<file path="config.mk">
export PLATFORM = sky130hd
export DESIGN_NAME = mhc_top
export DESIGN_NICKNAME = d
export VERILOG_FILES = /design/src/common/mhc_pkg.sv /design/src/mhc_top.sv /design/src/mhc_rise_det.sv /design/src/mhc_tick_gen.sv
export VERILOG_INCLUDE_DIRS = /design/src /design/src/common
export SDC_FILE = /design/constraint.sdc
export NUM_CORES = 1
export LEC_CHECK = 0
export ABC_AREA = 0
export BUFFER_PORTS_ARGS = -buffer_cell sky130_fd_sc_hd__clkbuf_2
export CORE_ASPECT_RATIO = 0.5
export CORE_UTILIZATION = 50
export DETAILED_ROUTE_END_ITERATION = 6
export PLACE_DENSITY = 0.77
export SYNTH_ARGS = -nofsm -noshare
export SYNTH_HDL_FRONTEND = slang
export SYNTH_HIERARCHICAL = 1
export SYNTH_SLANG_ARGS = --single-unit
</file>
<file path="constraint.sdc">
create_clock -name sys_clk_i -period 9.55 [get_ports sys_clk_i]
set_input_delay 1.4325 -clock sys_clk_i [delete_from_list [all_inputs] [get_ports sys_clk_i]]
set_output_delay 1.4325 -clock sys_clk_i [all_outputs]
set_load 0.02 [all_outputs]
</file>
<file path="src/common/mhc_map.svh">
// Address map, field positions, limits and timing counts of the hours counter.
// Assumes a 32-bit Avalon-MM slave with byte addressing.
`ifndef MHC_MAP_SVH
`define MHC_MAP_SVH

// Register byte offsets
`define MHC_OFF_CTRL      5'h00
`define MHC_OFF_INTERVAL  5'h04
`define MHC_OFF_OFFSET    5'h08
`define MHC_OFF_RUN       5'h0C
`define MHC_OFF_REMAIN    5'h10
`define MHC_OFF_STATE     5'h14
`define MHC_OFF_IRQ_STAT  5'h18
`define MHC_OFF_IRQ_MASK  5'h1C

// CTRL fields
`define MHC_CTRL_POLICY_BIT  0
`define MHC_CTRL_SRC_LSB     8
`define MHC_CTRL_SRC_W       4

// INTERVAL and OFFSET fields: hours low, minutes high
`define MHC_INT_HOURS_W   14
`define MHC_OFS_HOURS_W   17
`define MHC_MINS_LSB      24
`define MHC_MINS_W        6

// Limits
`define MHC_INT_HOURS_MAX 14'h270F
`define MHC_OFS_HOURS_MAX 17'h1869F
`define MHC_MINS_MAX      6'h3B
`define MHC_MINS_PER_HOUR 8'h3C
`define MHC_RUN_LIMIT_MIN 23'h5B8D44
`define MHC_INT_MAX_MIN   20'h927BF

// Interval sources selectable by block number
`define MHC_SRC_N         8

// IRQ bits
`define MHC_IRQ_DUE       0
`define MHC_IRQ_RESTART   1
`define MHC_IRQ_CLEAR     2
`define MHC_IRQ_SAT       3
`define MHC_IRQ_W         4

// Time base: one minute, at a 250 MHz clock
`define MHC_MINUTE_S      60
`define MHC_CLK_HZ        250000000

`endif

</file>
<file path="src/common/mhc_pkg.sv">
// Types shared by the hours counter design files.
// Assumes the fixed widths here hold the limits in mhc_map.svh.
`include "mhc_map.svh"

package mhc_pkg;
    typedef enum logic {
        MHC_RESTART_ONLY,
        MHC_RESTART_MONITOR
    } mhc_policy_t;

    typedef logic [22:0] mhc_run_t;
    typedef logic [19:0] mhc_remain_t;
endpackage

</file>
<file path="src/mhc_top.sv">
// Operating-hours and service-interval counter with an Avalon-MM register slave.
// Assumes control inputs synchronous to sys_clk_i; times kept in whole minutes.
//
// Local design decisions: the address map and the Avalon-MM slave port.
`include "mhc_map.svh"

module mhc_top #(
    parameter logic [39:0] MINUTE_CYCLES = 40'(64'(`MHC_MINUTE_S) * 64'(`MHC_CLK_HZ))
) (
    input  wire logic                        sys_clk_i,
    input  wire logic                        resetn_i,
    input  wire logic                        monitor_i,
    input  wire logic                        restart_i,
    input  wire logic                        clear_all_i,
    input  wire logic [`MHC_SRC_N*32-1:0]    src_values_i,
    input  wire logic [4:0]                  avs_address_i,
    input  wire logic                        avs_read_i,
    input  wire logic                        avs_write_i,
    input  wire logic [31:0]                 avs_writedata_i,
    input  wire logic [3:0]                  avs_byteenable_i,
    output logic [31:0]                      avs_readdata_o,
    output logic                             avs_waitrequest_o,
    output logic                             service_due_o,
    output logic                             irq_o
);
    logic                        rst_meta;
    logic                        rst_n;
    logic                        restart_rise;
    logic                        clear_rise;
    logic                        minute_tick;
    logic                        ack;
    logic                        wr_en;
    logic                        rd_en;
    logic [31:0]                 next_readdata;
    mhc_pkg::mhc_policy_t        policy;
    logic [`MHC_CTRL_SRC_W-1:0]  src_sel;
    logic [`MHC_INT_HOURS_W-1:0] int_hours;
    logic [`MHC_MINS_W-1:0]      int_mins;
    logic [`MHC_OFS_HOURS_W-1:0] ofs_hours;
    logic [`MHC_MINS_W-1:0]      ofs_mins;
    mhc_pkg::mhc_run_t           accumulated_run_hours;
    mhc_pkg::mhc_remain_t        remaining_time;
    mhc_pkg::mhc_remain_t        service_interval;
    mhc_pkg::mhc_remain_t        const_interval;
    logic [31:0]                 src_value;
    logic                        saturated;
    logic                        clear_cond;
    logic                        due_prev;
    logic                        sat_prev;
    logic [`MHC_IRQ_W-1:0]       irq_stat;
    logic [`MHC_IRQ_W-1:0]       irq_mask;
    logic [`MHC_IRQ_W-1:0]       irq_events;
    logic [31:0]                 wdata;
    logic [31:0]                 cur_word;
    logic [`MHC_INT_HOURS_W-1:0] w_int_hours;
    logic [`MHC_MINS_W-1:0]      w_int_mins;
    logic [`MHC_OFS_HOURS_W-1:0] w_ofs_hours;
    logic [`MHC_MINS_W-1:0]      w_ofs_mins;

    // Reset release through two flops
    always_ff @(posedge sys_clk_i or negedge resetn_i) begin
        if (!resetn_i) begin
            rst_meta <= 1'b0;
            rst_n    <= 1'b0;
        end else begin
            rst_meta <= 1'b1;
            rst_n    <= rst_meta;
        end
    end

    mhc_rise_det u_restart_det (
        .sys_clk_i (sys_clk_i),
        .rst_n_i   (rst_n),
        .level_i   (restart_i),
        .rise_o    (restart_rise)
    );

    mhc_rise_det u_clear_det (
        .sys_clk_i (sys_clk_i),
        .rst_n_i   (rst_n),
        .level_i   (clear_all_i),
        .rise_o    (clear_rise)
    );

    // Prescaler runs only on monitor-high time
    mhc_tick_gen #(
        .TICK_CYCLES (MINUTE_CYCLES)
    ) u_tick (
        .sys_clk_i (sys_clk_i),
        .rst_n_i   (rst_n),
        .enable_i  (monitor_i),
        .tick_o    (minute_tick)
    );

    // Bus handshake: one wait state, access completes on the ack cycle
    assign avs_waitrequest_o = (avs_read_i | avs_write_i) & ~ack;
    assign wr_en = avs_write_i & ack;
    assign rd_en = avs_read_i & ack;

    always_ff @(posedge sys_clk_i or negedge rst_n) begin
        if (!rst_n) begin
            ack <= 1'b0;
        end else begin
            ack <= (avs_read_i | avs_write_i) & ~ack;
        end
    end

    // Interval in minutes, constant or from another block
    assign const_interval = 20'(int_hours) * 20'(`MHC_MINS_PER_HOUR) + 20'(int_mins);
    always_comb begin
        src_value = 32'h0;
        if (src_sel != '0 && src_sel <= `MHC_CTRL_SRC_W'(`MHC_SRC_N)) begin
            src_value = src_values_i[(int'(src_sel) - 1) * 32 +: 32];
        end
    end
    always_comb begin
        service_interval = const_interval;
        if (src_sel != '0 && src_sel <= `MHC_CTRL_SRC_W'(`MHC_SRC_N)) begin
            // Live value read as minutes, clipped to the largest interval
            if (src_value > 32'(`MHC_INT_MAX_MIN)) begin
                service_interval = `MHC_INT_MAX_MIN;
            end else begin
                service_interval = src_value[19:0];
            end
        end
    end

    // Byte-lane merge of write data onto the current register word
    always_comb begin
        wdata = cur_word;
        for (int b = 0; b < 4; b++) begin
            if (avs_byteenable_i[b]) begin
                wdata[b*8 +: 8] = avs_writedata_i[b*8 +: 8];
            end
        end
    end

    always_comb begin
        case (avs_address_i)
            `MHC_OFF_CTRL: begin
                cur_word = {16'h0, 4'h0, src_sel, 7'h0, policy};
            end
            `MHC_OFF_INTERVAL: begin
                cur_word = {2'h0, int_mins, 10'h0, int_hours};
            end
            `MHC_OFF_OFFSET: begin
                cur_word = {2'h0, ofs_mins, 7'h0, ofs_hours};
            end
            `MHC_OFF_IRQ_MASK: begin
                cur_word = {28'h0, irq_mask};
            end
            default: begin
                cur_word = 32'h0;
            end
        endcase
    end

    // Out-of-range fields are clipped to their largest legal value
    assign w_int_hours = (wdata[13:0] > `MHC_INT_HOURS_MAX) ? `MHC_INT_HOURS_MAX
                                                            : wdata[13:0];
    assign w_int_mins  = (wdata[29:24] > `MHC_MINS_MAX) ? `MHC_MINS_MAX : wdata[29:24];
    assign w_ofs_hours = (wdata[16:0] > `MHC_OFS_HOURS_MAX) ? `MHC_OFS_HOURS_MAX
                                                            : wdata[16:0];
    assign w_ofs_mins  = (wdata[29:24] > `MHC_MINS_MAX) ? `MHC_MINS_MAX : wdata[29:24];

    // Configuration registers
    always_ff @(posedge sys_clk_i or negedge rst_n) begin
        if (!rst_n) begin
            policy    <= mhc_pkg::MHC_RESTART_ONLY;
            src_sel   <= '0;
            int_hours <= '0;
            int_mins  <= '0;
            ofs_hours <= '0;
            ofs_mins  <= '0;
            irq_mask  <= '0;
        end else if (wr_en) begin
            case (avs_address_i)
                `MHC_OFF_CTRL: begin
                    policy  <= mhc_pkg::mhc_policy_t'(wdata[`MHC_CTRL_POLICY_BIT]);
                    src_sel <= wdata[`MHC_CTRL_SRC_LSB +: `MHC_CTRL_SRC_W];
                end
                `MHC_OFF_INTERVAL: begin
                    int_hours <= w_int_hours;
                    int_mins  <= w_int_mins;
                end
                `MHC_OFF_OFFSET: begin
                    ofs_hours <= w_ofs_hours;
                    ofs_mins  <= w_ofs_mins;
                end
                `MHC_OFF_IRQ_MASK: begin
                    irq_mask <= wdata[`MHC_IRQ_W-1:0];
                end
                default: begin
                end
            endcase
        end
    end

    // Run total; an offset write presets it, a full clear zeroes it
    assign saturated = (accumulated_run_hours >= `MHC_RUN_LIMIT_MIN);
    always_ff @(posedge sys_clk_i or negedge rst_n) begin
        if (!rst_n) begin
            accumulated_run_hours <= '0;
        end else if (clear_rise) begin
            accumulated_run_hours <= '0;
        end else if (wr_en && avs_address_i == `MHC_OFF_OFFSET) begin
            accumulated_run_hours <= 23'(w_ofs_hours) * 23'(`MHC_MINS_PER_HOUR)
                                   + 23'(w_ofs_mins);
        end else if (minute_tick && !saturated) begin
            // Restart edge has no say here
            accumulated_run_hours <= accumulated_run_hours + 23'h1;
        end
    end

    // Remaining time; a new interval write also reloads it
    always_ff @(posedge sys_clk_i or negedge rst_n) begin
        if (!rst_n) begin
            remaining_time <= '0;
        end else if (clear_rise) begin
            remaining_time <= service_interval;
        end else if (restart_rise) begin
            remaining_time <= service_interval;
        end else if (wr_en && avs_address_i == `MHC_OFF_INTERVAL) begin
            remaining_time <= 20'(w_int_hours) * 20'(`MHC_MINS_PER_HOUR) + 20'(w_int_mins);
        end else if (minute_tick && remaining_time != '0) begin
            remaining_time <= remaining_time - 20'h1;
        end
    end

    // Output: clear level wins over the zero condition
    always_comb begin
        clear_cond = restart_i | clear_all_i;
        if (policy == mhc_pkg::MHC_RESTART_MONITOR) begin
            clear_cond = clear_cond | ~monitor_i;
        end
    end

    always_ff @(posedge sys_clk_i or negedge rst_n) begin
        if (!rst_n) begin
            service_due_o <= 1'b0;
        end else begin
            service_due_o <= (remaining_time == '0) & ~clear_cond;
        end
    end

    // Interrupt events, sticky until the status word is read
    always_ff @(posedge sys_clk_i or negedge rst_n) begin
        if (!rst_n) begin
            due_prev <= 1'b0;
            sat_prev <= 1'b0;
        end else begin
            due_prev <= service_due_o;
            sat_prev <= saturated;
        end
    end

    always_comb begin
        irq_events                   = '0;
        irq_events[`MHC_IRQ_DUE]     = service_due_o & ~due_prev;
        irq_events[`MHC_IRQ_RESTART] = restart_rise;
        irq_events[`MHC_IRQ_CLEAR]   = clear_rise;
        irq_events[`MHC_IRQ_SAT]     = saturated & ~sat_prev;
    end

    // A new event in the read cycle survives the clear
    always_ff @(posedge sys_clk_i or negedge rst_n) begin
        if (!rst_n) begin
            irq_stat <= '0;
        end else if (rd_en && avs_address_i == `MHC_OFF_IRQ_STAT) begin
            irq_stat <= irq_events;
        end else begin
            irq_stat <= irq_stat | irq_events;
        end
    end

    assign irq_o = |(irq_stat & irq_mask);

    // Read data captured in the wait cycle, stands through the ack cycle
    always_comb begin
        case (avs_address_i)
            `MHC_OFF_RUN: begin
                next_readdata = {9'h0, accumulated_run_hours};
            end
            `MHC_OFF_REMAIN: begin
                next_readdata = {12'h0, remaining_time};
            end
            `MHC_OFF_STATE: begin
                next_readdata = {27'h0, saturated, clear_all_i, restart_i, monitor_i,
                                 service_due_o};
            end
            `MHC_OFF_IRQ_STAT: begin
                next_readdata = {28'h0, irq_stat};
            end
            default: begin
                next_readdata = cur_word;
            end
        endcase
    end

    always_ff @(posedge sys_clk_i or negedge rst_n) begin
        if (!rst_n) begin
            avs_readdata_o <= 32'h0;
        end else if (avs_read_i && !ack) begin
            avs_readdata_o <= next_readdata;
        end
    end
endmodule

</file>
<file path="src/mhc_rise_det.sv">
// Rising edge detector for one control input.
// Assumes the input is synchronous to the clock.
module mhc_rise_det (
    input  wire logic sys_clk_i,
    input  wire logic rst_n_i,
    input  wire logic level_i,
    output logic      rise_o
);
    logic prev;

    always_ff @(posedge sys_clk_i or negedge rst_n_i) begin
        if (!rst_n_i) begin
            prev <= 1'b0;
        end else begin
            prev <= level_i;
        end
    end

    assign rise_o = level_i & ~prev;
endmodule

</file>
<file path="src/mhc_tick_gen.sv">
// Minute tick generator that counts only enabled cycles.
// Assumes a synchronous enable; partial minutes are kept across pauses.
module mhc_tick_gen #(
    parameter logic [39:0] TICK_CYCLES = 40'h37E11D600
) (
    input  wire logic sys_clk_i,
    input  wire logic rst_n_i,
    input  wire logic enable_i,
    output logic      tick_o
);
    logic [39:0] count;

    always_ff @(posedge sys_clk_i or negedge rst_n_i) begin
        if (!rst_n_i) begin
            count <= 40'h0;
        end else if (enable_i) begin
            if (count >= TICK_CYCLES - 40'h1) begin
                count <= 40'h0;
            end else begin
                count <= count + 40'h1;
            end
        end
    end

    assign tick_o = enable_i && (count >= TICK_CYCLES - 40'h1);
endmodule

</file>
Word-level counts from Yosys, hierarchy flattened. Cells that the tools add are included.

Input port bits: 304. Output and inout bits: 35. Register bits: 179.

Shift operators: 1. Mux-type cells: 22. Multipliers: 3. Reductions and logical operators: 21. Order comparisons: 7. Equality and inequality tests: 7. Bitwise gates (word level): 20. Add/sub/neg operators: 7.

Operators with widths (count): $shiftx A256 B10 Y32 (1); $pmux W30 S4 (2); $mux W20 (6); $mux W23 (3); $add A20 B6 Y20 (2); $add A40 B1 Y40 const B (1); $ge A40 B34 Y1 const B (1); $mux W40 (1); $mul A14 B4 Y18 const B (2); $gt A32 B20 Y1 const B (1); $mux W32 (1); $add A23 B1 Y23 const B (1); $add A23 B6 Y23 (1); $ge A23 B23 Y1 const B (1); $mul A17 B4 Y21 const B (1); $eq A5 B5 Y1 const B (4); $logic_not A20 Y1 (1); $reduce_bool A20 Y1 (1); $sub A20 B1 Y20 const B (1); $gt A17 B17 Y1 const B (1); $mux W17 (1); $mux W8 (2); $gt A14 B14 Y1 const B (1); $mux W14 (1); other kinds (20) (50).

Depth between registers and ports, before layout.
Depth after elaboration: 10. Gate-level depth with buffers: 29.

Modules after synthesis. The synthesis kept the hierarchy.

Modules (own cells, without submodules): mhc_top (instances 1, cells an instance 1787, area each 15265.9 um2); mhc_tick_gen (instances 1, cells an instance 237, area each 2267.2 um2); mhc_rise_det (instances 2, cells an instance 2, area each 38.8 um2).

Worst setup path after synthesis. No wires, ideal clock.

Kind: input -> register. Start point: in avs_address_i[3]. End point: reg accumulated_run_hours[21]. Data required time: 9.456 ns. Arrival: 7.084 ns. Slack: 2.372 ns. Stages on the path: 27. Buffers on the path: 3. Path through: buf_6 -> nor3b_4 -> buf_6 -> and2_4 -> buf_8 -> nand2_1 -> nor2_1 -> a21oi_1 -> inv_1 -> and3_1 -> nor2_1 -> inv_1 -> fa_1 -> inv_1 -> fa_1 -> inv_1 -> ha_1 -> o21a_1 -> o31a_1 -> a21oi_1 -> o2111ai_1 -> nor4b_2 -> nand4_1 -> or2_2 -> nor3_1 -> xor2_1 -> a211oi_1.

Word-level cells in the longest chain between the ends: 9. Elaborated cells between the ends (all ways): 19. Those cells by class: 1 x add/sub; 1 x mul; 2 x order compare; 3 x eq/ne; 9 x mux; 3 x reduce/logical.

Ends and longest elaborated chain: start, declared (line mhc_top.sv:16) `input wire logic [4:0] avs_address_i,`; $eq A5 B5 Y1 (tied with other cells) (line mhc_top.sv:139) `case (avs_address_i)`; $pmux W30 S4 * (line mhc_top.sv:139); $mux W8 / $mux W1 (equally long branches) (line mhc_top.sv:132) `if (avs_byteenable_i[b]) begin`; $gt A17 B17 Y1 (no line); $mux W17 * (line mhc_top.sv:162) `` assign w_ofs_hours = (wdata[16:0] > `MHC_OFS_HOURS_MAX) ? `MHC_OFS_HOURS_MAX ``; named net w_ofs_hours[15] (line mhc_top.sv:57) `` logic [`MHC_OFS_HOURS_W-1:0] w_ofs_hours; ``; $mul A17 B4 Y21 * (line mhc_top.sv:207) `` accumulated_run_hours <= 23'(w_ofs_hours) * 23'(`MHC_MINS_PER_HOUR) ``; $add A23 B6 Y23 * (line mhc_top.sv:207); $mux W23 * (line mhc_top.sv:206) `` end else if (wr_en && avs_address_i == `MHC_OFF_OFFSET) begin ``; $mux W23 * (line mhc_top.sv:204) `end else if (clear_rise) begin`; end signal, assigned (line mhc_top.sv:207); end signal, assigned (line mhc_top.sv:211) `accumulated_run_hours <= accumulated_run_hours + 23'h1;`; end, declared (line mhc_top.sv:41) `mhc_pkg::mhc_run_t accumulated_run_hours;`.

The timed path passes the listed nets; every way through them passes the cells marked *. A chain may end at the register's enable or synchronous reset.

Final worst setup path.
Start point: in avs_address_i[2]. End point: reg accumulated_run_hours[21].

Same word-level chain as after synthesis.

==> flow_summary_export.csv <==
group,metric,value,unit
outcome,outcome,"finished clean",
clock_tree,path_clk_slew,80,ps
route,detailroute.via_count,16700,
timing,finalCriticalPeriod,7900,ps
die,fp.dieArea,0.0360,sq mm
worst_setup_path,crit_fanout,18,
yosys,dominantRegCellSynth,"dfrtp_1",
yosys,async_flop_share,100,%
worst_setup_path,crit_buf_inv,3,
grt,first_global_vias,15900,
grt,grt-ovfl-total,0,
timing,worst-slew-pin-transition,1020,ps
route,vias_per_cell,5.97,
timing,finalSetupViolCount,0,
clock_tree,post_cts_resized,0,
worst_setup_path,timing.critical_path.cells,"clkbuf_2 > nor3b_4 > and2_4 > nand2_1 > o21ai_0 > nor3_1 > nand2_1 > nand3_1 > nand2_1 > inv_1 > fa_1 > fa_1 > inv_1 > ha_1 > nor2b_1 > o31a_1 > a21oi_1 > o2111ai_1 > nor4b_2 > nand4_1 > or2_2 > nor3_1 > xor2_1 > a211oi_1",
timing,rsz_0062_raised_after_global_routing,"no",
yosys,synth-edff-count,0,
placement,dp.cells,2759,
die,floorplan.die.height,135,um
pwr,combinational_fraction_of_design_power,54.9,%
worst_setup_path,crit_path_start,"avs_address_i[2]",
yosys,synth-seq-area-share,25.0,%
pwr,share_clk_of_total_power,19.1,%
timing,final_hold_viol_count,0,
worst_setup_path,timing.setup.critical_path_class,"primary input to flop",
min_path,hold_path.class,"flop to asynchronous set/reset pin",
timing,final.period_utilization,82.7,%
route,detailedRoute.firstIterationViolations,1535,
die,die_w,267,um
pwr,internal_power,0.00203,W
final_layout,fill_cells,3078,
worst_setup_path,crit_path_dat,8260,ps
yosys,synth-warning-count,6,
timing,fmaxAchievable,127,MHz
die,io_pins,339,
pwr,irDropWorstVdd,0.000135,V
timing,timing_max_transition_violations_final,0,
worst_setup_path,critical-path-max-stage-delay,600,ps
pwr,power.switching,0.00171,W
die,core_area,0.0346,sq mm
route,drt_drc_violations_left,0,
final_layout,nNetsFinal,2766,
clock_tree,cts_tree,"built",
pwr,seq_power_share,26.0,%
yosys,synth_area,0.0176,sq mm
pwr,power-per-cell-area,186,mW/mm^2
pwr,fin_total_pwr,0.00374,W
final_layout,layout-area-overhead-vs-synth,14.5,%
final_layout,layout-drive-gt1-share,22.0,%
timing,slew_headroom,31.7,%
pwr,p_leak,9.34,nW
worst_setup_path,crit_path_most_repeated_cell,"nand2_1",
timing,setup_total_negative_slack,0,ps
yosys,yosys_register_bits,176,
clock_tree,cts_made_buffers,17,
yosys,distinct_cells_synth,111,
clock_tree,cts_setup_buffers,0,
clock_tree,cts_buffer_depth,2,
timing,finClkSkew,15.0,ps
grt,antenna_violations_before_repair,5,
yosys,syn-instance-count,2028,
die,start_util,50.9,%
clock_tree,cts_root_buf,"clkbuf_16",
clock_tree,postCtsHoldBufs,0,
placement,dp_hpwl,45500,um
route,route.antenna.remaining_nets,0,
placement,routabilityCongestion,0.975,
worst_setup_path,worstPathRequired,9910,ps
yosys,syn-mean-instance-area,8.68,sq um
die,floorplan.rows,48,
worst_setup_path,worst_path_max_delay_cell,"nor3b_4",
placement,portBuffers,326,
pwr,swShare,45.8,%
worst_setup_path,critPathCaptureType,"flop",
final_layout,fin_cells,2797,
route,routed_wirelength,56700,um
job,maxCapViolCount,0,
grt,global_route.usage.total,31.8,%
route,drt_pre_antenna_iters,6,
clock_tree,clock_insertion_delay_worst_skew,470,ps
route,routedWlPerCell,20.3,um
worst_setup_path,reg2reg_from,"int_hours[11]",
worst_setup_path,start_kind,"primary input",
clock_tree,h-tree-depth,4,
grt,grt_first_pass_wirelength,87100,um
clock_tree,clock_sink_count,176,
worst_setup_path,cp_top_family,"simple AND/OR/NAND/NOR gates",
grt,grt_start_max_net_pins,84,
[cell usage after synthesis (12+ instances only)]
library cell  instances  area share [%]
ha_1                 83             5.9
a211oi_1             37             1.6
xnor2_1              84             4.2
fa_1                 76             8.6
or3_1                13            0.46
inv_1               151             3.2
and3_1               35             1.2
a21o_1               23            0.98
xor2_1               70             3.5
nand3_1              75             2.1
mux4_2               40             5.1
a22oi_1              39             1.7
dfrtp_1             176              25
nor3_1               59             1.7
a31oi_1              23            0.82
nor2b_1              21            0.75
nand4_1              28            0.99
nor4_1               31             1.1
nand2b_1             16            0.57
or2_2                15            0.53
clkbuf_1             62             1.3
nand2_1             200             4.3
nor2_1              198             4.2
mux2i_1              12            0.68
o21ai_0             120             3.4
a21oi_1              78             2.2
[cells by family (layout without fill, tap and decap cells)]
| kind of cell | after synthesis | count (layout) | share of synthesized area [%] |
|---|---|---|---|
| and+or+nand+nor | 768 | 768 | 22.2 |
| DFF | 176 | 176 | 25.0 |
| adders and majority gates | 161 | 161 | 14.7 |
| other | 2 | 10 | 0.0426 |
| xor gates and xnor gates | 154 | 154 | 7.66 |
| AOI/OAI and AO/OA | 455 | 455 | 17.9 |
| buffers and inverters | 249 | 535 | 6.09 |
| muxes | 63 | 63 | 6.50 |
[state kept, by name (all words and copies together) (netlist names)]
signal,cells
accumulated_run_hours,23
ack,1
avs_readdata_o,29
due_prev,1
int_hours,14
int_mins,6
irq_mask,4
irq_stat,4
ofs_hours,17
ofs_mins,6
policy,1
remaining_time,20
rst_meta,1
rst_n,1
sat_prev,1
service_due_o,1
src_sel,4
u_clear_det/prev,1
u_restart_det/prev,1
u_tick/count,40
[metal layers]
layer | vias up | track usage (%) | share of wire (%)
met4 | 0 | 15.2 | 4.7
li1 | 7815 | - | -
met5 | - | 0 | 0
met3 | 115 | 5.71 | 7.7
met2 | 703 | 52.0 | 47
met1 | 8054 | 41.0 | 40
[worst reg2reg max path, stage by stage, from the launching register on]
cell,delay (ps)
dfrtp_1,570
nand3b_1,170
a211oi_1,90
o31a_1,380
or2_2,350
nor3_1,190
nand2_1,130
and3_1,240
nor2_1,390
inv_1,180
fa_1,530
inv_1,50
fa_1,500
inv_1,40
ha_1,340
o21a_1,190
o31a_1,130
a21oi_1,290
o2111ai_1,270
nor4b_2,490
nand4_1,230
or2_2,340
nor3_1,240
xor2_1,120
a211oi_1,260
[power groups by stage]
stage               combinational [W]  sequential [W]  clock, W
finish                        0.00205        0.000973  0.000716
global route                  0.00227        0.000982  0.000752
CTS                           0.00203        0.000964  0.000721
detailed placement            0.00202        0.000978         0
global placement              0.00198        0.000975         0
floorplan                     0.00154        0.000943         0
[area by class of cell]
cell class / instances / area, sq um / area share [%]
Timing Repair Buffer: 351 / 1820 / 9.02
Tap cell: 475 / 594 / 2.95
Antenna cell: 6 / 15.0 / 0.0744
Inverter: 152 / 571 / 2.83
Multi-Input combinational cell: 1605 / 12200 / 60.4
Clock buffer: 17 / 425 / 2.11
Sequential cell: 176 / 4410 / 21.9
Clock inverter: 15 / 159 / 0.788
[placed cells by master, fill, tap and decap left out, types with 7 or more instances in the layout]
cell type | synthesis | layout
a2111oi_0 | 7 | 7
a211oi_1 | 37 | 37
a21o_1 | 23 | 23
a21oi_1 | 78 | 78
a221oi_1 | 10 | 10
a22oi_1 | 39 | 39
a31oi_1 | 23 | 23
and2_1 | 10 | 10
and3_1 | 35 | 35
buf_4 | 6 | 25
clkbuf_16 | 0 | 17
clkbuf_2 | 0 | 326
dfrtp_1 | 176 | 174
fa_1 | 76 | 76
ha_1 | 83 | 82
inv_1 | 151 | 151
mux2_2 | 11 | 11
mux2i_1 | 12 | 12
mux4_2 | 40 | 40
nand2_1 | 200 | 200
nand2b_1 | 16 | 16
nand3_1 | 75 | 74
nand4_1 | 28 | 28
nor2_1 | 198 | 198
nor2_4 | 10 | 10
nor2b_1 | 21 | 20
nor3_1 | 59 | 58
nor3b_1 | 8 | 8
nor4_1 | 31 | 30
o2111ai_1 | 8 | 8
o21ai_0 | 120 | 120
o31ai_1 | 8 | 8
or2_2 | 15 | 15
or3_1 | 13 | 13
xnor2_1 | 84 | 83
xor2_1 | 70 | 70
[metrics by stage]
step / area (sq um) / hold WS (ps) / setup WS [ps] / util, %
after floorplan: 17600 / 331 / 2370 / -
after global placement: 19600 / 308 / 1430 / 56.6
after detailed placement: 19600 / 313 / 1320 / 56.6
after CTS: 20200 / 319 / 1820 / 58.3
after global routing: 20200 / 350 / 1250 / 58.3
final: 20200 / 300 / 1650 / 58.3
[worst paths after layout]
check	endpoint	slack (ps)	cells after the start
setup / recovery	accumulated_run_hours[21]	1650	24
hold / removal	int_hours[13]	300	0
setup reg to reg	accumulated_run_hours[21]	2750	24
hold reg to reg	int_hours[13]	300	0
max in group asynchronous	u_tick/count[8]	7070	2
min in group sys_clk_i	rst_n	350	0
Power figures use the tool's default switching activity.
